--- src/logic/usart_sync_map.svh ---
// Register offsets, field positions and reset values of the serial port
//----------------------------------------------------------------------
// Overview of operation
// RULE_01: Break seen as receive flag, framing error and received byte 00h.
// RULE_02: Wake-on-break watches two data-line transitions, then receives.
// RULE_03: Falling data edge wakes and sets flag; rising edge clears wake.
// RULE_04: Synchronous mode moves characters with no start or stop bits.
// RULE_05: Sync, master, receive-enable and port-enable bits select mode.
// RULE_06: Master drives shift clock; clock pin driver on automatically.
// RULE_07: Master makes exactly one clock per data bit, no extra clocks.
// RULE_08: Transmit data changes on leading edge, stable at trailing edge.
// RULE_09: Polarity bit set idles clock high; clear idles clock low.
// RULE_10: Master transmit drives data pin and clock pin automatically.
// RULE_11: Buffered byte waits for empty shift register, then shifts.
// RULE_12: Master receive releases the data pin driver.
// RULE_13: Single receive clocks one character, then clears itself.
// RULE_14: Continuous receive clocks nonstop; clearing aborts partial char.
// RULE_15: Both set: single clears after first char, continuous goes on.
// RULE_16: Bits sampled on trailing edge; done char sets flag, enters FIFO.
// RULE_17: Data register shows oldest char; flag holds while FIFO not empty.
// RULE_18: Slave takes clock from pin, driver off, one bit per clock.
// RULE_19: Third char with full FIFO sets overrun, keeps both, blocks input.
// RULE_20: Single-mode overrun clears on data read; else by receive/port off.
// RULE_21: Nine-bit mode shifts nine bits; ninth bit of oldest char shown.
// RULE_22: Software reads the ninth bit before the data register.
// RULE_23: Software sets up divisor and mode before writing transmit data.
// RULE_24: Master bit clock derived from divisor and speed-select prescale.
//----------------------------------------------------------------------
`ifndef USART_SYNC_MAP_SVH
`define USART_SYNC_MAP_SVH

// Byte offsets on the register bus
`define OFS_BAUD_CTRL   8'h00
`define OFS_RX_CTRL     8'h04
`define OFS_DIV_LO      8'h08
`define OFS_DIV_HI      8'h0C
`define OFS_TX_BUF      8'h10
`define OFS_TX_CTRL     8'h14
`define OFS_RX_DATA     8'h18
`define OFS_PORT_STAT   8'h1C

// baud_control fields
`define B_RX_IDLE       6
`define B_CLK_POL       4
`define B_WIDE_DIV      3
`define B_WAKE          1
`define B_AUTOBAUD      0
// receive_status_control fields
`define B_PORT_EN       7
`define B_RX_NINE       6
`define B_SINGLE        5
`define B_CONT          4
`define B_ADDR_DET      3
`define B_FRAME_ERR     2
`define B_OVERRUN       1
`define B_RX_NINTH      0
// transmit_status_control fields
`define B_MASTER        7
`define B_TX_NINE       6
`define B_TX_EN         5
`define B_SYNC_SEL      4
`define B_BREAK_SEND    3
`define B_HIGH_SPEED    2
`define B_SHIFT_EMPTY   1
`define B_TX_NINTH      0
// Port status fields
`define B_RX_FLAG       0
`define B_TX_EMPTY      1

// Writable bits and reset values
`define WMASK_BAUD      8'h1B
`define WMASK_RX        8'hF8
`define WMASK_TX        8'hFD
`define RST_BAUD        8'h00
`define RST_RX          8'h00
`define RST_TX          8'h00
`define RST_DIV         16'h0000

// Prescale in system clocks and character lengths
`define PRE_SLOW        7'h40
`define PRE_MID         7'h10
`define PRE_FAST        7'h04
`define BITS_EIGHT      4'h8
`define BITS_NINE       4'h9

`endif

--- src/logic/usart_sync_pkg.sv ---
// Types shared by the synchronous serial port
package usart_sync_pkg;
    // Asynchronous receive sequence, Gray coded
    typedef enum logic [1:0] {
        RX_IDLE  = 2'h0,
        RX_START = 2'h1,
        RX_DATA  = 2'h3,
        RX_STOP  = 2'h2
    } async_rx_state_e;
    // FIFO entry: framing error, ninth bit, low byte
    typedef logic [9:0] rx_entry_t;
endpackage : usart_sync_pkg

--- src/logic/usart_sync_mode_and_break_rx.sv ---
// Synchronous serial port with break reception and APB registers
//
// Chosen here: the address map and the APB register port.
`timescale 1ns/100ps
`default_nettype none
`include "usart_sync_map.svh"

module usart_sync_mode_and_break_rx
    import usart_sync_pkg::*;
#(
    parameter int ADDR_W = 8
) (
    // Clock and reset
    input  wire logic              ref_clk,
    input  wire logic              resetn,
    // APB slave
    input  wire logic              psel,
    input  wire logic              penable,
    input  wire logic              pwrite,
    input  wire logic [ADDR_W-1:0] paddr,
    input  wire logic [31:0]       pwdata,
    output logic      [31:0]       prdata,
    output logic                   pready,
    output logic                   pslverr,
    // Clock pin
    input  wire logic              clockPinIn,
    output logic                   clockPinOut,
    output logic                   clockPinOeN,
    // Data pin
    input  wire logic              dataPinIn,
    output logic                   dataPinOut,
    output logic                   dataPinOeN
);

//----------------------------------------------------------------------
// Elaboration check
//----------------------------------------------------------------------
if (ADDR_W < 8 || ADDR_W > 32) begin : g_bad_addr
    $error("ADDR_W must lie between 8 and 32");
end

//----------------------------------------------------------------------
// Declarations
//----------------------------------------------------------------------
logic [7:0]      baudCtl_ff, rxCtl_ff, txCtl_ff, nxt_rxCtl, nxt_baudCtl;
logic [15:0]     divisor_ff;
logic [7:0]      txBuf_ff, rdData;
logic            txBufFull_ff, tsrBusy_ff, txBit_ff, clkActive_ff;
logic [8:0]      tsr_ff, rsr_ff;
logic [3:0]      txCnt_ff, rxCnt_ff;
logic [6:0]      baseCnt_ff;
logic [15:0]     divCnt_ff;
logic [1:0]      clkSync_ff, dataSync_ff, fifoCnt_ff;
logic            clkPrev_ff, dataPrev_ff, rdIdx_ff, rdPopOk_ff;
logic            overrun_ff, ovrSingle_ff, wakeFlag_ff;
rx_entry_t       fifo_ff [2];
async_rx_state_e rxState_ff, nxt_rxState;

//----------------------------------------------------------------------
// Control fields and mode decode
//----------------------------------------------------------------------
wire clkPol     = baudCtl_ff[`B_CLK_POL];
wire wideDiv    = baudCtl_ff[`B_WIDE_DIV];
wire wakeEn     = baudCtl_ff[`B_WAKE];
wire portEn     = rxCtl_ff[`B_PORT_EN];
wire rxNine     = rxCtl_ff[`B_RX_NINE];
wire singleRx   = rxCtl_ff[`B_SINGLE];
wire contRx     = rxCtl_ff[`B_CONT];
wire masterSel  = txCtl_ff[`B_MASTER];
wire txNine     = txCtl_ff[`B_TX_NINE];
wire transmit_enable       = txCtl_ff[`B_TX_EN];
wire syncSel    = txCtl_ff[`B_SYNC_SEL];
wire highSpeed  = txCtl_ff[`B_HIGH_SPEED];
wire txNinthBit = txCtl_ff[`B_TX_NINTH];
// Mode select; no receive enable means transmit (see RULE_05)
wire syncOn     = portEn & syncSel;
wire txMode     = ~singleRx & ~contRx;
wire masterOn   = syncOn & masterSel;
wire slaveOn    = syncOn & ~masterSel;
wire [3:0] rxBits = rxNine ? `BITS_NINE : `BITS_EIGHT; // see RULE_21
wire [3:0] txBits = txNine ? `BITS_NINE : `BITS_EIGHT;

//----------------------------------------------------------------------
// Pin synchronisers and edge detect
//----------------------------------------------------------------------
// Two stages before any logic; a third flop keeps the prior level
always_ff @(posedge ref_clk or negedge resetn) begin
    if (!resetn) begin
        clkSync_ff  <= 2'h0;
        dataSync_ff <= 2'h3;
        clkPrev_ff  <= 1'b0;
        dataPrev_ff <= 1'b1;
    end else begin
        clkSync_ff  <= {clkSync_ff[0], clockPinIn};
        dataSync_ff <= {dataSync_ff[0], dataPinIn};
        clkPrev_ff  <= clkSync_ff[1];
        dataPrev_ff <= dataSync_ff[1];
    end
end

wire clkIn    = clkSync_ff[1];
wire dataIn   = dataSync_ff[1];
wire dataFall = dataPrev_ff & ~dataIn;
wire dataRise = ~dataPrev_ff & dataIn;
// Slave edges relative to idle level (see RULE_18)
wire slvLead  = slaveOn & ((clkIn ^ clkPol) & ~(clkPrev_ff ^ clkPol));
wire slvTrail = slaveOn & (~(clkIn ^ clkPol) & (clkPrev_ff ^ clkPol));

//----------------------------------------------------------------------
// Baud generator
//----------------------------------------------------------------------
// Prescale from the speed selects, divisor narrows to a byte when clear
wire [6:0]  presc = wideDiv ? (highSpeed ? `PRE_FAST : `PRE_MID)
                            : (highSpeed ? `PRE_MID : `PRE_SLOW);
wire [15:0] divLimit = wideDiv ? divisor_ff : {8'h00, divisor_ff[7:0]};
wire baseTick = (baseCnt_ff == presc - 7'h01);
wire tick     = baseTick & (divCnt_ff == divLimit); // see RULE_24
wire halfTick = baseTick & (divCnt_ff == (divLimit >> 1));
// Only an async start bit may realign; sync data edges must not
wire restart  = ~syncSel & (rxState_ff == RX_IDLE) & dataFall;
wire reAlign  = restart | ((rxState_ff == RX_START) & halfTick);

// Start bit realigns the divider so samples land mid-bit
always_ff @(posedge ref_clk or negedge resetn) begin
    if (!resetn) begin
        baseCnt_ff <= 7'h00;
        divCnt_ff  <= 16'h0000;
    end else if (reAlign || baseTick) begin
        baseCnt_ff <= 7'h00;
        divCnt_ff  <= (reAlign || tick) ? 16'h0000 : divCnt_ff + 16'h0001;
    end else begin
        baseCnt_ff <= baseCnt_ff + 7'h01;
    end
end

//----------------------------------------------------------------------
// Master clock generation
//----------------------------------------------------------------------
// Clock runs only while a character is owed (see RULE_07)
wire rxRun     = (singleRx | contRx) & ~overrun_ff;
wire masterRun = masterOn & (txMode ? tsrBusy_ff : rxRun);
wire mstLead   = masterRun & tick & ~clkActive_ff;
wire mstTrail  = masterRun & tick & clkActive_ff;
wire leadEv    = mstLead | slvLead;
wire trailEv   = mstTrail | slvTrail;

// Dropping the run stops the clock at once (see RULE_14)
always_ff @(posedge ref_clk or negedge resetn) begin
    if (!resetn) clkActive_ff <= 1'b0;
    else         clkActive_ff <= masterRun & (clkActive_ff ^ tick);
end

//----------------------------------------------------------------------
// Transmit path
//----------------------------------------------------------------------
wire regWr  = psel & penable & pwrite;
wire regRd  = psel & penable & ~pwrite;
wire [7:0] ofs = paddr[7:0];
wire hiZero = ((paddr >> 8) == '0);
wire wrTx   = regWr & hiZero & (ofs == `OFS_TX_BUF);
// Buffer moves on as soon as the shift register is free (see RULE_11)
wire txLoad = txBufFull_ff & ~tsrBusy_ff & transmit_enable & syncOn & txMode;
wire txLast = trailEv & tsrBusy_ff & (txCnt_ff == txBits - 4'h1);

always_ff @(posedge ref_clk or negedge resetn) begin
    if (!resetn) begin
        txBuf_ff     <= 8'h00;
        txBufFull_ff <= 1'b0;
    end else begin
        txBuf_ff     <= wrTx ? pwdata[7:0] : txBuf_ff;
        txBufFull_ff <= wrTx | (txBufFull_ff & ~txLoad);
    end
end

// Bits change on the leading edge, hold to the next (see RULE_08)
always_ff @(posedge ref_clk or negedge resetn) begin
    if (!resetn) begin
        tsr_ff     <= 9'h000;
        txCnt_ff   <= 4'h0;
        tsrBusy_ff <= 1'b0;
        txBit_ff   <= 1'b0;
    end else if (!syncOn) begin
        tsrBusy_ff <= 1'b0;
        txCnt_ff   <= 4'h0;
    end else if (txLoad) begin
        tsr_ff     <= {txNinthBit, txBuf_ff}; // No framing bits, see RULE_04
        txCnt_ff   <= 4'h0;
        tsrBusy_ff <= 1'b1;
    end else begin
        if (leadEv && tsrBusy_ff) begin
            txBit_ff <= tsr_ff[0];
            tsr_ff   <= {1'b0, tsr_ff[8:1]};
        end
        if (trailEv && tsrBusy_ff) begin
            txCnt_ff   <= txCnt_ff + 4'h1;
            tsrBusy_ff <= ~txLast;
        end
    end
end

//----------------------------------------------------------------------
// Receive shift register, synchronous and asynchronous
//----------------------------------------------------------------------
wire syncRxOn  = syncOn & ~txMode & ~overrun_ff &
                 (contRx | (masterSel & singleRx));
wire asyncOn   = portEn & ~syncSel & contRx & ~wakeEn & ~overrun_ff;
wire asyncSamp = (rxState_ff == RX_DATA) & tick;
wire asyncStop = (rxState_ff == RX_STOP) & tick;
wire rxShift   = (syncRxOn & trailEv) | asyncSamp; // see RULE_16
wire rxLastBit = (rxCnt_ff == rxBits - 4'h1);
wire syncDone  = syncRxOn & trailEv & rxLastBit;
wire [8:0] shifted = {dataIn, rsr_ff[8:1]};
wire [8:0] rsrChar = rxNine ? rsr_ff : {1'b0, rsr_ff[8:1]};
wire [8:0] syncChar = rxNine ? shifted : {1'b0, shifted[8:1]};

// Async sequence; stop bit low marks a framing error
always_comb begin
    nxt_rxState = rxState_ff;
    case (rxState_ff)
        RX_IDLE:  if (restart) nxt_rxState = RX_START;
        RX_START: if (halfTick) nxt_rxState = dataIn ? RX_IDLE : RX_DATA;
        RX_DATA:  if (tick && rxLastBit) nxt_rxState = RX_STOP;
        RX_STOP:  if (tick) nxt_rxState = RX_IDLE;
        default:  nxt_rxState = RX_IDLE;
    endcase
    if (!asyncOn) nxt_rxState = RX_IDLE;
end

// Leaving receive mode discards a partial character (see RULE_14)
always_ff @(posedge ref_clk or negedge resetn) begin
    if (!resetn) begin
        rxState_ff <= RX_IDLE;
        rsr_ff     <= 9'h000;
        rxCnt_ff   <= 4'h0;
    end else begin
        rxState_ff <= nxt_rxState;
        if (rxShift) rsr_ff <= shifted;
        if ((!syncRxOn && !asyncOn) || syncDone || reAlign) rxCnt_ff <= 4'h0;
        else if (rxShift) rxCnt_ff <= rxCnt_ff + 4'h1;
    end
end

//----------------------------------------------------------------------
// Receive FIFO and overrun
//----------------------------------------------------------------------
wire rdRx     = regRd & hiZero & (ofs == `OFS_RX_DATA);
wire pop      = rdRx & rdPopOk_ff; // see RULE_17
wire push     = syncDone | asyncStop;
// Break gives byte 00h with framing error set (see RULE_01)
wire rx_entry_t pushVal = syncDone ? {1'b0, syncChar}
                                   : {~dataIn, rsrChar};
wire pushOk   = push & ((fifoCnt_ff != 2'h2) | pop);
wire ovrSet   = push & ~pushOk; // see RULE_19
wire wrIdx    = rdIdx_ff ^ fifoCnt_ff[0];
wire rx_entry_t top = fifo_ff[rdIdx_ff];
wire rxFlag   = (fifoCnt_ff != 2'h0) | wakeFlag_ff;

for (genvar g = 0; g < 2; g++) begin : g_fifo
    // Storage written only when the entry is free
    always_ff @(posedge ref_clk or negedge resetn) begin
        if (!resetn)                          fifo_ff[g] <= '0;
        else if (pushOk && wrIdx == 1'(g))    fifo_ff[g] <= pushVal;
    end
end

always_ff @(posedge ref_clk or negedge resetn) begin
    if (!resetn) begin
        fifoCnt_ff <= 2'h0;
        rdIdx_ff   <= 1'b0;
    end else if (!portEn) begin
        fifoCnt_ff <= 2'h0;
    end else begin
        fifoCnt_ff <= fifoCnt_ff + {1'b0, pushOk} - {1'b0, pop};
        rdIdx_ff   <= rdIdx_ff ^ pop;
    end
end

// Clear depends on the mode it arose in; a new overrun wins
wire ovrClr = ~portEn | (ovrSingle_ff ? pop : ~contRx); // see RULE_20
always_ff @(posedge ref_clk or negedge resetn) begin
    if (!resetn) begin
        overrun_ff   <= 1'b0;
        ovrSingle_ff <= 1'b0;
    end else begin
        overrun_ff   <= ovrSet | (overrun_ff & ~ovrClr);
        ovrSingle_ff <= ovrSet ? ~contRx : ovrSingle_ff;
    end
end

// Wake on falling data edge, read clears, set wins (see RULE_03)
wire wakeWatch = wakeEn & portEn & ~syncSel;
always_ff @(posedge ref_clk or negedge resetn) begin
    if (!resetn) wakeFlag_ff <= 1'b0;
    else wakeFlag_ff <= (wakeWatch & dataFall) | (wakeFlag_ff & ~rdRx);
end

//----------------------------------------------------------------------
// Register writes and hardware updates
//----------------------------------------------------------------------
wire wrBaud = regWr & hiZero & (ofs == `OFS_BAUD_CTRL);
wire wrRxC  = regWr & hiZero & (ofs == `OFS_RX_CTRL);
wire wrTxC  = regWr & hiZero & (ofs == `OFS_TX_CTRL);
wire wrLo   = regWr & hiZero & (ofs == `OFS_DIV_LO);
wire wrHi   = regWr & hiZero & (ofs == `OFS_DIV_HI);

always_comb begin
    nxt_baudCtl = wrBaud ? (pwdata[7:0] & `WMASK_BAUD) : baudCtl_ff;
    // Break ends on rising data edge (see RULE_02)
    if (!wrBaud && wakeWatch && dataRise) nxt_baudCtl[`B_WAKE] = 1'b0;
    nxt_rxCtl = wrRxC ? (pwdata[7:0] & `WMASK_RX) : rxCtl_ff;
    // One character done ends single receive (see RULE_13, RULE_15)
    if (!wrRxC && syncDone && masterSel) nxt_rxCtl[`B_SINGLE] = 1'b0;
end

always_ff @(posedge ref_clk or negedge resetn) begin
    if (!resetn) begin
        baudCtl_ff <= `RST_BAUD;
        rxCtl_ff   <= `RST_RX;
        txCtl_ff   <= `RST_TX;
        divisor_ff <= `RST_DIV;
    end else begin
        baudCtl_ff <= nxt_baudCtl;
        rxCtl_ff   <= nxt_rxCtl;
        if (wrTxC) txCtl_ff <= pwdata[7:0] & `WMASK_TX;
        if (wrLo)  divisor_ff[7:0]  <= pwdata[7:0];
        if (wrHi)  divisor_ff[15:8] <= pwdata[7:0];
    end
end

//----------------------------------------------------------------------
// Register reads
//----------------------------------------------------------------------
// Status bits merged over stored control bits
wire [7:0] baudRd = baudCtl_ff |
                    {1'b0, rxState_ff == RX_IDLE, 6'h00};
wire [7:0] rxRd   = rxCtl_ff |
                    {5'h00, top[9], overrun_ff, top[8]}; // see RULE_21
wire [7:0] txRd   = txCtl_ff | {6'h00, ~tsrBusy_ff, 1'b0};
wire [7:0] statRd = {6'h00, ~txBufFull_ff, rxFlag};
wire       hit    = hiZero & (ofs[1:0] == 2'h0) & (ofs <= `OFS_PORT_STAT);

always_comb begin
    case (ofs)
        `OFS_BAUD_CTRL: rdData = baudRd;
        `OFS_RX_CTRL:   rdData = rxRd;
        `OFS_DIV_LO:    rdData = divisor_ff[7:0];
        `OFS_DIV_HI:    rdData = divisor_ff[15:8];
        `OFS_TX_CTRL:   rdData = txRd;
        `OFS_RX_DATA:   rdData = top[7:0];
        `OFS_PORT_STAT: rdData = statRd;
        default:        rdData = 8'h00;
    endcase
    if (!hiZero) rdData = 8'h00;
end

// Data captured in setup; pop allowed only for what was shown
always_ff @(posedge ref_clk or negedge resetn) begin
    if (!resetn) begin
        prdata     <= 32'h0000_0000;
        rdPopOk_ff <= 1'b0;
    end else if (psel && !penable && !pwrite) begin
        prdata     <= {24'h000000, rdData};
        rdPopOk_ff <= (fifoCnt_ff != 2'h0);
    end
end

assign pready  = 1'b1;
assign pslverr = psel & penable & ~hit;

//----------------------------------------------------------------------
// Pin drivers, enables active low
//----------------------------------------------------------------------
assign clockPinOut = clkPol ^ clkActive_ff;      // see RULE_09
assign clockPinOeN = ~masterOn;                  // see RULE_06
assign dataPinOut  = txBit_ff;
assign dataPinOeN  = ~(syncOn & txMode);         // see RULE_10
endmodule : usart_sync_mode_and_break_rx
`default_nettype wire

--- config.mk ---
export PLATFORM = sky130hd
export DESIGN_NAME = usart_sync_mode_and_break_rx
export DESIGN_NICKNAME = d
export VERILOG_FILES = /design/src/logic/usart_sync_pkg.sv /design/src/logic/usart_sync_mode_and_break_rx.sv
export VERILOG_INCLUDE_DIRS = /design/src /design/src/logic
export SDC_FILE = /design/constraint.sdc
export NUM_CORES = 1
export LEC_CHECK = 0
export ABC_CLOCK_PERIOD_IN_PS = 6400
export BUFFER_PORTS_ARGS = -buffer_cell sky130_fd_sc_hd__buf_4
export CAP_MARGIN = 10
export CORE_MARGIN = 10
export CORE_UTILIZATION = 64
export CTS_CLUSTER_DIAMETER = 120
export DETAILED_ROUTE_END_ITERATION = 16
export GPL_TIMING_DRIVEN = 0
export PLACE_DENSITY = 0.89
export SYNTH_ARGS = -nofsm -noshare
export SYNTH_HDL_FRONTEND = slang
export SYNTH_SLANG_ARGS = --single-unit
export TNS_END_PERCENT = 50
--- constraint.sdc ---
create_clock -name ref_clk -period 6.4 [get_ports ref_clk]
set_input_delay 0.32 -clock ref_clk [delete_from_list [all_inputs] [get_ports ref_clk]]
set_output_delay 0.32 -clock ref_clk [all_outputs]
set_load 0.03 [all_outputs]
==> results list, run 1 <==
* Count of different cell masters after synthesis: 83
- The path class of the tightest hold or removal check is input pin to flop.
- Post-Syn Area: 8000 um2
- Hold wc startpoint: pwdata[1]
- Initial standard-cell utilization of the core: 66.0%
- Across all hold checks on the routed design, the worst slack comes to 0.185 ns.
- Largest stage delay on the critical path: 0.52 ns
- Required time of the critical path: 6.72 ns
* Detail-routed via count per cell: ~6.6
* Count of instances resized after the clock tree is built: 0
- Level count of the clock H-tree: 4
- Sequential share of the synthesized area: 42.6%
- Worst Setup Start Kind: flop
- Area fraction of the dominant cell type after synthesis: 41.6%
- Global-route wire length before repair: about 37000 um
* Commonest non-fill, non-tap cell in the layout: sky130_fd_sc_hd__dfrtp_1
- Largest area contributor in the synthesized netlist: sky130_fd_sc_hd__dfrtp_1
- Total setup violations reported at the end of the flow: 0
- On the final layout, the worst clock skew is 0.0123 ns.
* RD Place Congestion: between 0.9 and 1
- For hold timing, the worst endpoint is divisor_ff[9].
- The total count of hold-check failures in the final report was 0.
- Setup Fix Bufs, Post-CTS: 0
* Synth Warn #: 0
- TritonCTS built the clock tree.
* Die boundary height: 132 um
* Mean area per synthesized cell: 9.98 um2
- ANT nets after route: 0
- At the later pin of the worst-skew pair, clock insertion delay measures between 0.4 and 0.5 ns.
- For this run, the total global-route usage over all layers was measured as 25.9%.
- Kind of capture point of the worst setup path: flop
* Share of the clock period used by the worst path: between 50% and 60%
* Maximum VDD drop: 0.216 mV
- Number of flops mapped to enable cells by yosys: 0
- Final critical path time including I/O delays and setup: 3.27 ns
* Placeable core area: 12100 um2
- WP buf/inv: 1
- Cells with a size suffix above 1 make up 22.2% of the layout.
* Max Slew Vio Count: 0
- The via count of the first global-routing pass is 6988.
- Leading cell types in the layout, fill and taps excluded: sky130_fd_sc_hd__dfrtp_1 (133), sky130_fd_sc_hd__nor2_1 (68), sky130_fd_sc_hd__buf_4 (63)
- Setup repair after global routing left no endpoint under its margin.
- Pwr Density: ~230 nW/um2
- Synthesis handed over a netlist of 801 instances.
- The clock passes through at most 2 buffers.
* Routed wire length: 22400 um
- For this run, the post-layout net count is 935.
* Flip-flop and latch count after synthesis: 136
- Across the run, the number of max-cap violations was 0.
- Chain of cells forming the critical path: or2_1 -> a2111o_1 -> a221oi_4 -> nand3_1 -> a21oi_2 -> o21ai_0 -> ha_1 -> inv_1 -> ha_1 -> xnor2_1 -> and2_1
- Clock edge transition at the registers on the reported setup and hold paths: 0.06 ns
- Crit-path leading delay family: compound AO/OA/AOI/OAI gates
* Result of the run: completed
- Endpoint arrival time on the critical path: 3.60 ns
- In the final routed layout, each cell accounts on average for 21.2 um.
- CP dominant cell by count: sky130_fd_sc_hd__ha_1
- The worst register-to-register path has a depth of 11.
- Row cnt: 40
- Count of inserted antenna diode cells: 0
- Transition time at the pin with the least slew margin: 1.03 ns
- For this run, the top clock speed supported by timing is 0.305 GHz.
- The analysis attributes to cell leakage a power of 4.30 nW.
* IO buf count: 35
- Length of the first detailed-routing pass in iterations: 6
* TritonCTS sink count: roughly 140
- The number of antenna violations at the first check in global routing was 0.
- # IOs: 85
* Post-synthesis async set-or-reset flop share: 100%
- Slack of the worst reg-to-reg path: 3.13 ns
- The slowest stage of the critical path is the sky130_fd_sc_hd__a2111o_1 cell.
- Vias post-DR: 6996
* Die boundary width: 132 um
* Ranking of synthesized cells by area: sky130_fd_sc_hd__dfrtp_1 (42%), sky130_fd_sc_hd__mux2_2 (8.2%), sky130_fd_sc_hd__xor2_1 (3.3%)
- Violation count after the first detailed-routing iteration: 742
- Total DRC errors in the routed layout: 0
- Largest net degree at the start of global routing: 95
* Hold path depth: 2
- Detailed placement finished with a half-perimeter wire length of around 15000 um.
- Setup Crit Path Kind: flop to flop
- Setup total negative slack on the finished layout was measured at 0 ns.
- Critical Path Fanout Max: 8
- The endpoint identified for the worst register-to-register timing path is fifoCnt_ff[1].
- Root buffer cell: sky130_fd_sc_hd__clkbuf_16
* Total congestion overflow: 0
- RR Startpoint: rxCtl_ff[4]
- In the synthesized netlist the dominant register cell turns out to be sky130_fd_sc_hd__dfrtp_1.
- Signed area change from the synthesized netlist to the final layout: 15.8%
- Die area: between 15000 and 20000 um2
- CTS buffer count: 17
- Measured against its own limit, the worst slew margin works out to 30.7%.
## synth_stat cells, drive strengths merged, types with 5 or more instances
library cell / instances
a2111oi: 6
a211oi: 15
a21o: 8
a21oi: 19
a221oi: 7
a22o: 18
a22oi: 14
and3: 12
buf: 51
clkbuf: 18
dfrtp: 133
ha: 6
inv: 19
mux2: 63
mux2i: 19
nand2: 49
nand3: 31
nand4: 7
nand4b: 6
nor2: 70
nor3: 29
nor3b: 5
nor4: 13
o21ai: 37
o31ai: 8
or2: 5
xnor2: 22
xor2: 30
## power breakdown
group | internal, mW | switching (mW) | total [mW]
Combinational | 0.0546 | 0.0922 | 0.147
Sequential | 0.879 | 0.0213 | 0.900
Clock | 0.696 | 0.385 | 1.08
Total | 1.63 | 0.499 | 2.13
## worst reg2reg max path, cell delays in order, from the launching register on
cell and delay, ns:
sky130_fd_sc_hd__dfrtp_1 0.48, sky130_fd_sc_hd__or2_1 0.30, sky130_fd_sc_hd__a2111o_1 0.52, sky130_fd_sc_hd__a221oi_4 0.32, sky130_fd_sc_hd__nand3_1 0.24, sky130_fd_sc_hd__a21oi_2 0.35
sky130_fd_sc_hd__o21ai_0 0.17, sky130_fd_sc_hd__ha_1 0.29, sky130_fd_sc_hd__inv_1 0.04, sky130_fd_sc_hd__ha_1 0.18, sky130_fd_sc_hd__xnor2_1 0.13, sky130_fd_sc_hd__and2_1 0.15
## worst max-delay path by stage
stage	start	end	cells after the start	slack, ns
after detailed placement	rxCtl_ff[4]	fifoCnt_ff[1]	11	3.18
after global placement	divCnt_ff[3]	fifoCnt_ff[1]	13	3.24
final	rxCtl_ff[4]	fifoCnt_ff[1]	11	3.13
after global routing	divCnt_ff[3]	fifoCnt_ff[1]	13	2.91
after floorplan	txCtl_ff[4]	fifoCnt_ff[1]	11	3.67
after CTS	rxCtl_ff[4]	fifoCnt_ff[1]	11	3.17
## layout make-up
class | count | area (um2)
clock buffers | 18 | 439
fillers | 780 | 2860
plain buffers | 69 | 409
clock inverters | 12 | 200
inverters | 20 | 75.1
repair buffers | 39 | 324
multi-input cells | 599 | 4190
flip-flops and latches | 136 | 3410
well taps | 168 | 210
## per-layer routing
| layer | GRT usage [%] | share of wire (%) |
|---|---|---|
| met1 | 30.8 | 38 |
| met2 | 42.7 | 49 |
| met3 | 6.55 | 8.8 |
| met4 | 12.7 | 4.3 |
| met5 | 0 | 0 |
## cell families after synthesis
logic type	share of synthesized area [%]
AND/OR/NAND/NOR	16.9
AO/OA/AOI/OAI	16.4
flip-flops	42.6
buffers and inverters	6.06
multiplexers	11.3
XOR/XNOR	5.70
adder cells (fa/ha/maj)	0.939
other	0.0939
## timing repair
action / 4_1_cts / 5_1_grt
hold buffers: 3 / 0
endpoints found under the hold margin: 42 / 0
setup endpoints to repair: 0 / 0
## state kept, by name (all words and copies together) (netlist names), 2 cells and up
| signal | flops |
|---|---|
| divCnt_ff | 16 |
| baudCtl_ff | 4 |
| txCtl_ff | 7 |
| clkSync_ff | 2 |
| txCnt_ff | 4 |
| baseCnt_ff | 7 |
| prdata | 8 |
| tsr_ff | 9 |
| dataSync_ff | 2 |
| rxState_ff | 2 |
| divisor_ff | 16 |
| rxCnt_ff | 4 |
| fifoCnt_ff | 2 |
| rxCtl_ff | 5 |
| rsr_ff | 9 |
| txBuf_ff | 8 |
| fifo_ff | 20 |
## per-stage QoR
step | util (%) | worst slack [ns] | power [mW] | cell area [um2] | instances
after floorplan | - | 3.67 | 0.996 | 8080 | 824
after global routing | 76.4 | 2.91 | 2.18 | 9260 | 1061
after CTS | 76.4 | 3.17 | 2.12 | 9260 | 1061
final | 76.4 | 3.13 | 2.13 | 9260 | 1061
after global placement | 70.6 | 3.24 | 1.05 | 8560 | 1027
after detailed placement | 70.9 | 3.18 | 1.06 | 8590 | 1028
No activity file was read; power rests on OpenSTA's default activity.
==> run 2, diff against run 1 <==
--- a/config.mk
+++ b/config.mk
@@ -6,15 +6,16 @@
 export SDC_FILE = /design/constraint.sdc
 export NUM_CORES = 1
 export LEC_CHECK = 0
-export ABC_CLOCK_PERIOD_IN_PS = 6400
+export ABC_AREA = 1
+export ABC_CLOCK_PERIOD_IN_PS = 2800
 export BUFFER_PORTS_ARGS = -buffer_cell sky130_fd_sc_hd__buf_4
 export CAP_MARGIN = 10
 export CORE_MARGIN = 10
-export CORE_UTILIZATION = 64
+export CORE_UTILIZATION = 54
 export CTS_CLUSTER_DIAMETER = 120
 export DETAILED_ROUTE_END_ITERATION = 16
 export GPL_TIMING_DRIVEN = 0
-export PLACE_DENSITY = 0.89
+export PLACE_DENSITY = 0.8
 export SYNTH_ARGS = -nofsm -noshare
 export SYNTH_HDL_FRONTEND = slang
 export SYNTH_SLANG_ARGS = --single-unit
==> constraint.sdc (replaced) <==
create_clock -name ref_clk -period 2.8 [get_ports ref_clk]
set_input_delay 0.14 -clock ref_clk [delete_from_list [all_inputs] [get_ports ref_clk]]
set_output_delay 0.14 -clock ref_clk [all_outputs]
set_load 0.03 [all_outputs]
==> run 2 against run 1 <==
Effect of this change: clock-buffer cell count rose by 1; synthesized area is 4.5% lower; maximum frequency increased by 25%; flip-flop and latch count is the same; power grew 140%; sequential power increased by 140%; largest power group unchanged; critical endpoint unchanged; register-to-register slack worse by 3.0 ns.
==> results list, run 2 <==
- # IOs: 85
- Sequential share of the synthesized area: between 40% and 50%
* Vias post-DR: 7084
* Number of flops mapped to enable cells by yosys: 0
- Synthesis handed over a netlist of 1009 instances.
* PnR Total Power: just over 5 mW
- The longest clock path from root to sink contains 2 buffers.
- Grt met3 use: 4.93%
* Cell area after placement: about 8200 um2
- Total setup violations reported at the end of the flow: 0
- TritonCTS built the clock tree.
- The run finished with clean final reports.
- Power spread over the standard cell area amounts to 577 nW/um2.
- Class of the most critical hold timing path: input pin to flop
- In the routed design, unresolved DRC markers number 0.
- After floorplanning, the core was divided into between 40 and 50 placement rows.
* Xor/xnor cell area share of the yosys netlist: between 3 and 4%
* Max reg flops: 20
- Max Clock Freq: 0.380 GHz
- In the synthesized netlist the dominant register cell turns out to be sky130_fd_sc_hd__dfrtp_1.
- Wires add up to 20900 um.
* Clock edge transition at the registers on the reported setup and hold paths: 0.06 ns
* Final Cell Area: 8910 um2
- Leading cell types in the layout, fill and taps excluded: sky130_fd_sc_hd__nand2_1 (298), sky130_fd_sc_hd__dfrtp_1 (133), sky130_fd_sc_hd__inv_1 (107)
- Internal power comes to 3.67 mW.
- Counting I/O delays and the setup requirement, the final critical path takes around 2.6 ns.
- After detailed routing, the number of vias per cell comes to 5.50.
- Total of max-cap violations: 0
- The first TritonRoute pass finished after 6 iterations.
- The share of total power dissipated in the clock network is a little over two fifths.
- In this run, the number of DRC markers left after iteration 0 of detailed routing was 727.
* Die area: a little under 20000 um2
- Setup Crit Path Kind: flop to flop
- Compound-Gate Fraction of Synth Area: about a tenth
- The final critical path takes up 93.9% of the cycle.
* Placeable core area: 13900 um2
- For this design the static power due to leakage is 4.49 nW.
- Final Net Count: 1149
- CTS saw 136 sinks.
- The max-slew violation count came to 0.
* Level count of the clock H-tree: 4
* Routed len/inst: 16.3 um
- Global-route wire length before repair: 33900 um
- The worst setup path is launched from a flop.
* Post-Syn Area: roughly 7600 um2
- CTS buffer count: 17
- Counting instances, the worst hold path has a depth of 3.
- Hold Slack: 0.0642 ns
- Combinational cells account for 15.4% of the total power.
* Dominant cell by count in the synthesized netlist: sky130_fd_sc_hd__nand2_1
- The commonest cells after synthesis are sky130_fd_sc_hd__nand2_1 (298), sky130_fd_sc_hd__dfrtp_1 (133), sky130_fd_sc_hd__inv_1 (107).
- Number of antenna violations at the first check in global routing: 1
* Root buffer cell: sky130_fd_sc_hd__clkbuf_16
- Critical Path Fanout Max: 6
* Total congestion overflow: 0
- Initial standard-cell utilization of the core: 55.0%
* Required time of the critical path: 3.11 ns
* Endpoint arrival time on the critical path: around 2.9 ns
* Largest registers in the final layout: fifo_ff (20), divCnt_ff (16), divisor_ff (16)
* Die boundary width: 139 um
- The number of cells on the worst reg-to-reg path is 14.
- From synthesis to final layout, the design area changed by 16.6%.
- At the pin with the least slew margin, the transition time is roughly 0.96 ns.
- ANT nets after route: 0
- After synthesis, the share of flip-flops with an asynchronous set or reset is 100%.
- Worst setup skew after layout: 0.00698 ns
- Part of the power in registers: 42.0%
- Clock insertion delay at the later pin of the skew report: between 0.4 and 0.5 ns
- Cells fill 64.2% of the core in the end.
- Die boundary height: 139 um
- Global routing consumed, on the met2 layer, 32.8% of the routing resources.
- Of the total power, the share spent switching nets is 28.6%.
* Flip-flop and latch count after synthesis: approximately 140
- The via count of the first global-routing pass came to 6546.
- Commonest non-fill, non-tap cell in the layout: sky130_fd_sc_hd__nand2_1
* Count of different cell masters after synthesis: 54
* Global-route usage over all layers: 21.5%
- Summing the areas of all fa, ha and maj instances in the mapped netlist gives less than 1% of the synthesized area.
- Averaged over all synthesized cells, the footprint is 7.57 um2.
- Setup Total Neg Slack: 0 ns
* Fraction of the mapped netlist area in simple logic gates: a little under a third
- met2 is the most crowded layer.
- VDD sags by at most 0.521 mV.
- Switching power: 1.47 mW
- Final-report hold violation count: 0
* Mux contribution to synthesized area: 0%
- Remaining max-slew budget at the tightest pin: between 30% and 40%
* Largest area contributor in the synthesized netlist: sky130_fd_sc_hd__dfrtp_1
- Detailed placement ended at an HPWL of 15500 um.
- Entering global routing, the biggest net connects 83 pins.
* Area fraction of the dominant cell type after synthesis: 43.6%
* Synth Warn #: 0
* Met1 GRT Util: 29.5%
- Cells with a size suffix above 1 make up 12.1% of the layout.
- The count of buffers added on input and output ports is 35.
* Kind of capture point of the worst setup path: flop
- Routability-driven placement finished with a final weighted congestion of 0.974.
- Ranking of synthesized cells by area: sky130_fd_sc_hd__dfrtp_1 (44%), sky130_fd_sc_hd__nand2_1 (15%), sky130_fd_sc_hd__nand3_1 (5.3%)
- More flip-flops sit in one register than any other, and that register is fifo_ff.
- After synthesis, the largest family of logic cells by area is simple AND/OR/NAND/NOR gates.
==> run 2: cell families (layout without fill, tap and decap cells) <==
kind of cell	count (synthesis)	after routing
buffers and inverters	162	237
DFF	136	136
other	2	26
and+or+nand+nor	539	539
adders and majority gates	6	6
AOI/OAI and AO/OA	137	137
xor gates and xnor gates	27	27
==> run 2: layout make-up <==
type / count / area (um2)
fill: 1206 / 4970
multi-input combinational: 734 / 3560
sequential: 136 / 3410
clock buffer: 19 / 443
inverter: 109 / 409
timing repair buffer: 46 / 387
buffer: 52 / 348
tap: 180 / 225
clock inverter: 11 / 128
antenna: 1 / 2.50
==> run 2: metrics by stage <==
stage	worst slack, ns	std cells
detailed placement	-0.0418	1248
global route	-0.00483	1288
CTS	0.0632	1284
finish	0.171	1288
floorplan	0.311	1032
global placement	-0.00181	1247
==> run 2: metal layers <==
layer  vias to the layer above  wire [um]
met3                        35       1780
met1                      3317       9240
met2                       331       9490
met4                         0        417
met5                         -          0
li1                       3401          -
==> run 2: worst paths after layout <==
check	endpoint	start	slack, ns
setup / recovery	fifoCnt_ff[1]	rxCtl_ff[7]	0.17
hold reg to reg	clkSync_ff[1]	clkSync_ff[0]	0.35
hold / removal	txCtl_ff[2]	pwdata[2]	0.06
setup reg to reg	fifoCnt_ff[1]	rxCtl_ff[7]	0.17
min in group asynchronous	txCnt_ff[2]	resetn	0.22
max in group asynchronous	dataSync_ff[0]	resetn	1.78
==> run 2: power by group through the flow <==
stage                     logic [mW]  registers (mW)  clock network [mW]
after global routing           0.887            2.17                2.29
after CTS                      0.787            2.16                2.21
after detailed placement       0.775            2.19                   0
after floorplan                0.556            2.18                   0
after global placement         0.753            2.19                   0
final                          0.794            2.16                2.19
==> run 2: repair_timing <==
action | CTS | global route
hold buffers | 7 | 0
hold endpoints to repair | 60 | 0
resized for setup | 1 | 0
setup endpoints to repair | 2 | 2
setup buffers | 0 | 3
==> run 2: worst max-delay path: stages, from the launching register on <==
cell	delay [ns]
sky130_fd_sc_hd__dfrtp_1	0.45
sky130_fd_sc_hd__nand2_1	0.23
sky130_fd_sc_hd__inv_1	0.10
sky130_fd_sc_hd__nand2_1	0.12
sky130_fd_sc_hd__nor3_2	0.27
sky130_fd_sc_hd__nand4_1	0.14
sky130_fd_sc_hd__nand2_2	0.13
sky130_fd_sc_hd__nand3_4	0.11
sky130_fd_sc_hd__nand2_1	0.11
sky130_fd_sc_hd__nand2_1	0.11
sky130_fd_sc_hd__ha_1	0.30
sky130_fd_sc_hd__inv_1	0.04
sky130_fd_sc_hd__ha_1	0.17
sky130_fd_sc_hd__xor2_1	0.17
sky130_fd_sc_hd__nor2_1	0.06
==> run 3, diff against run 2 <==
--- a/config.mk
+++ b/config.mk
@@ -15,7 +15,7 @@
 export CTS_CLUSTER_DIAMETER = 120
 export DETAILED_ROUTE_END_ITERATION = 16
 export GPL_TIMING_DRIVEN = 0
-export PLACE_DENSITY = 0.8
+export PLACE_DENSITY = 0.77
 export SYNTH_ARGS = -nofsm -noshare
 export SYNTH_HDL_FRONTEND = slang
 export SYNTH_SLANG_ARGS = --single-unit
==> run 3 against run 2 <==
Effect of this change: routed wire length decreased by 2.1%; sequential power barely moved; global-route usage decreased by 0.53 points; first-iteration DRC count shrank 14%; critical path type unchanged; largest cell class unchanged; largest power group unchanged.
==> results list, run 3 (synthesis gave the netlist of run 2 again) <==
* Row cnt: 43
- Hold wc startpoint: pwdata[2]
- Global-route usage over all layers: about a fifth
* IO buf count: 35
- Slowest stage cell on the critical path: sky130_fd_sc_hd__dfrtp_1
* Chain of cells forming the critical path: nand2_1 -> inv_1 -> nand2_1 -> nor3_2 -> nand4_1 -> nand2_2 -> nand3_4 -> nand2_1 -> nand2_2 -> ha_1 -> inv_1 -> ha_1 -> xor2_1 -> nor2_1
- The final layout contains routed wiring with a total length of 20500 um.
- In the final layout, the multi-input gates occupy between 3000 and 4000 um2.
* FILL cells: 1243
- Endpoint arrival time on the critical path: roughly 2.9 ns
- STA classifies the critical path endpoint as a flop.
- The library cell used most frequently in the layout, excluding fill and tap cells, is sky130_fd_sc_hd__nand2_1.
- Summed over all nets, wire length on met2 after detailed routing comes to 9260 um.
- # IOs: 85
- CTS saw 136 sinks.
- Of the available clock period, the critical path in the final layout requires between 90 and 100%.
- Setup slack on the critical path of the routed design comes to 0.192 ns.
* Detail-routed via count per cell: roughly 5.4
- TritonCTS built the clock tree.
- Clock tree synthesis inserted a total of 17 buffers.
* Required time of the critical path: 3.10 ns
- Most flops, register: fifo_ff
- The number of antenna violations at the first check in global routing is 0.
* CP dominant cell by count: sky130_fd_sc_hd__nand2_1
* Root buffer cell: sky130_fd_sc_hd__clkbuf_16
- Fraction of layout cells with a size suffix above 1: 13.1%
- Flip-flop and latch area: 3410 um2
- Headroom to the max-slew limit came out at around a third.
- The detail route stage leaves a number of antenna-violating nets equal to 0.
* Post-place setup slack: 0.00613 ns
- Total DRC errors in the routed layout: 0
- Max Slew Vio Count: 0
- The endpoint identified for the worst register-to-register timing path is fifoCnt_ff[1].
- Level count of the clock H-tree: 4
- Worst Reg-to-Reg Cells: 14
- Setup Total Neg Slack: 0 ns
* Signed area change from the synthesized netlist to the final layout: 17.7%
- Clock insertion delay at the later pin of the skew report: 0.42 ns
- Unrepaired setup endpoints after global routing: no
- RR Startpoint: rxCtl_ff[7]
* Slack of the worst reg-to-reg path: 0.19 ns
* Largest stage delay on the critical path: around 0.49 ns
* Die area: 19300 um2
- On the final layout, the worst clock skew is between 0.009 and 0.01 ns.
* Setup Crit Path Kind: flop to flop
* Result of the run: completed
* Crit-path leading delay family: simple AND/OR/NAND/NOR gates
- The worst setup path is launched from a flop.
- The clock period could shrink to approximately 2.6 ns.
- The first global-routing pass estimated 33100 um of wire.
* Count of inserted antenna diode cells: 0
- Critical Path Fanout Max: 8
- Die boundary height: 139 um
* Routed length on met3: a little under 2000 um
- Max reg flops: 20
- Based on the critical path, the design can be clocked at up to 0.383 GHz.
- Transition time at the pin with the least slew margin: slightly above 1 ns
* Standby leakage power: ~4.5 nW
- Class of the most critical hold timing path: input pin to flop
* Die boundary width: 139 um
- Total congestion overflow: 0
- Clock edge transition at the registers on the reported setup and hold paths: 0.06 ns
- The worst hold path was traced through 3 stages.
- VDD sags by at most about 0.44 mV.
* Violation count after the first detailed-routing iteration: around 620
* RD Place Congestion: 0.952
* Routed len/inst: 15.9 um
- Setup violations remaining at the end of the flow were counted as 0.
- Longest Clk Path Bufs: 2
* Highest signal layer in the routed design: met4
- Counting both buffers and inverters, the worst setup path holds a total of 2.
- The tool flagged a number of max-cap violations equal to 0.
* Vias in the first global route: approximately 6400
* Largest net degree at the start of global routing: slightly below 100
- Final-report hold violation count: 0
- Final HPWL DP: 15400 um
- Leading cell types in the layout, fill and taps excluded: sky130_fd_sc_hd__nand2_1 (295), sky130_fd_sc_hd__dfrtp_1 (132), sky130_fd_sc_hd__inv_1 (106)
- Placeable core area: approximately 14000 um2
- Detailed routing inserted a total of ~7000 vias.
* Pwr Density: 587 nW/um2
- Largest registers in the final layout: fifo_ff (20), divCnt_ff (16), divisor_ff (16)
- Final Net Count: 1151
* Worst min-delay path endpoint: divisor_ff[10]
* Detailed-route wire length on metal 1: ~8900 um
* Length of the first detailed-routing pass in iterations: 5
* Initial standard-cell utilization of the core: 55.0%
[run 3: per-layer routing]
| metal | global-route usage, % | vias to the layer above |
|---|---|---|
| met2 | 31.5 | 288 |
| li1 | - | 3413 |
| met1 | 28.3 | 3287 |
| met5 | 0 | - |
| met3 | 6.95 | 30 |
| met4 | 5.82 | 0 |
[run 3: where the power goes]
| group | switching, mW | internal [mW] | total (mW) |
|---|---|---|---|
| Sequential | 0.0986 | 2.06 | 2.16 |
| Combinational | 0.518 | 0.292 | 0.810 |
| Clock | 0.875 | 1.43 | 2.30 |
| Total | 1.49 | 3.78 | 5.27 |
[run 3: how the worst max path moves through the flow]
stage	start	to	cells after the start
2_1_floorplan	rxCtl_ff[7]	fifoCnt_ff[1]	15
5_1_grt	baudCtl_ff[3]	fifoCnt_ff[1]	17
3_5_place_dp	baseCnt_ff[0]	fifoCnt_ff[1]	18
4_1_cts	baudCtl_ff[3]	fifoCnt_ff[1]	18
6_report	rxCtl_ff[7]	fifoCnt_ff[1]	14
3_3_place_gp	divCnt_ff[2]	fifoCnt_ff[1]	17
[run 3: metrics by stage]
step | cells | hold slack [ns] | instance area, um2 | util (%) | total power, mW
4_1_cts | 1286 | 0.0680 | 8930 | 64.3 | 5.28
3_3_place_gp | 1247 | 0.249 | 8210 | 59.2 | 2.95
3_5_place_dp | 1248 | 0.0898 | 8250 | 59.4 | 2.97
5_1_grt | 1291 | 0.0931 | 8990 | 64.8 | 5.52
6_report | 1291 | 0.0794 | 8990 | 64.8 | 5.27
2_1_floorplan | 1032 | -0.156 | 7730 | - | 2.73
[run 3: cell type report]
type                       count  share of cell area [%]
sequential                   136                    37.9
clock buffer                  18                    4.89
buffer                        52                    3.87
clock inverter                14                    1.93
inverter                     109                    4.55
multi-input combinational    734                    39.9
tap                          180                    2.51
timing repair buffer          48                    4.47
[run 3: worst reg2reg max path: cells and delay by family, from the launching register on]
kind	cells	cell delay, ns
adder cells (fa/ha/maj)	2	0.47
buffers and inverters	2	0.12
XOR/XNOR	1	0.17
AND/OR/NAND/NOR	9	1.23
flip-flops	1	0.49
[run 3: timing repair]
action,in CTS,in global routing
endpoints found under the hold margin,46,0
endpoints found under the setup margin,2,2
gates cloned,0,0
hold buffers,7,0
buffers inserted,0,5
resized for setup,1,8
pin swaps,0,2
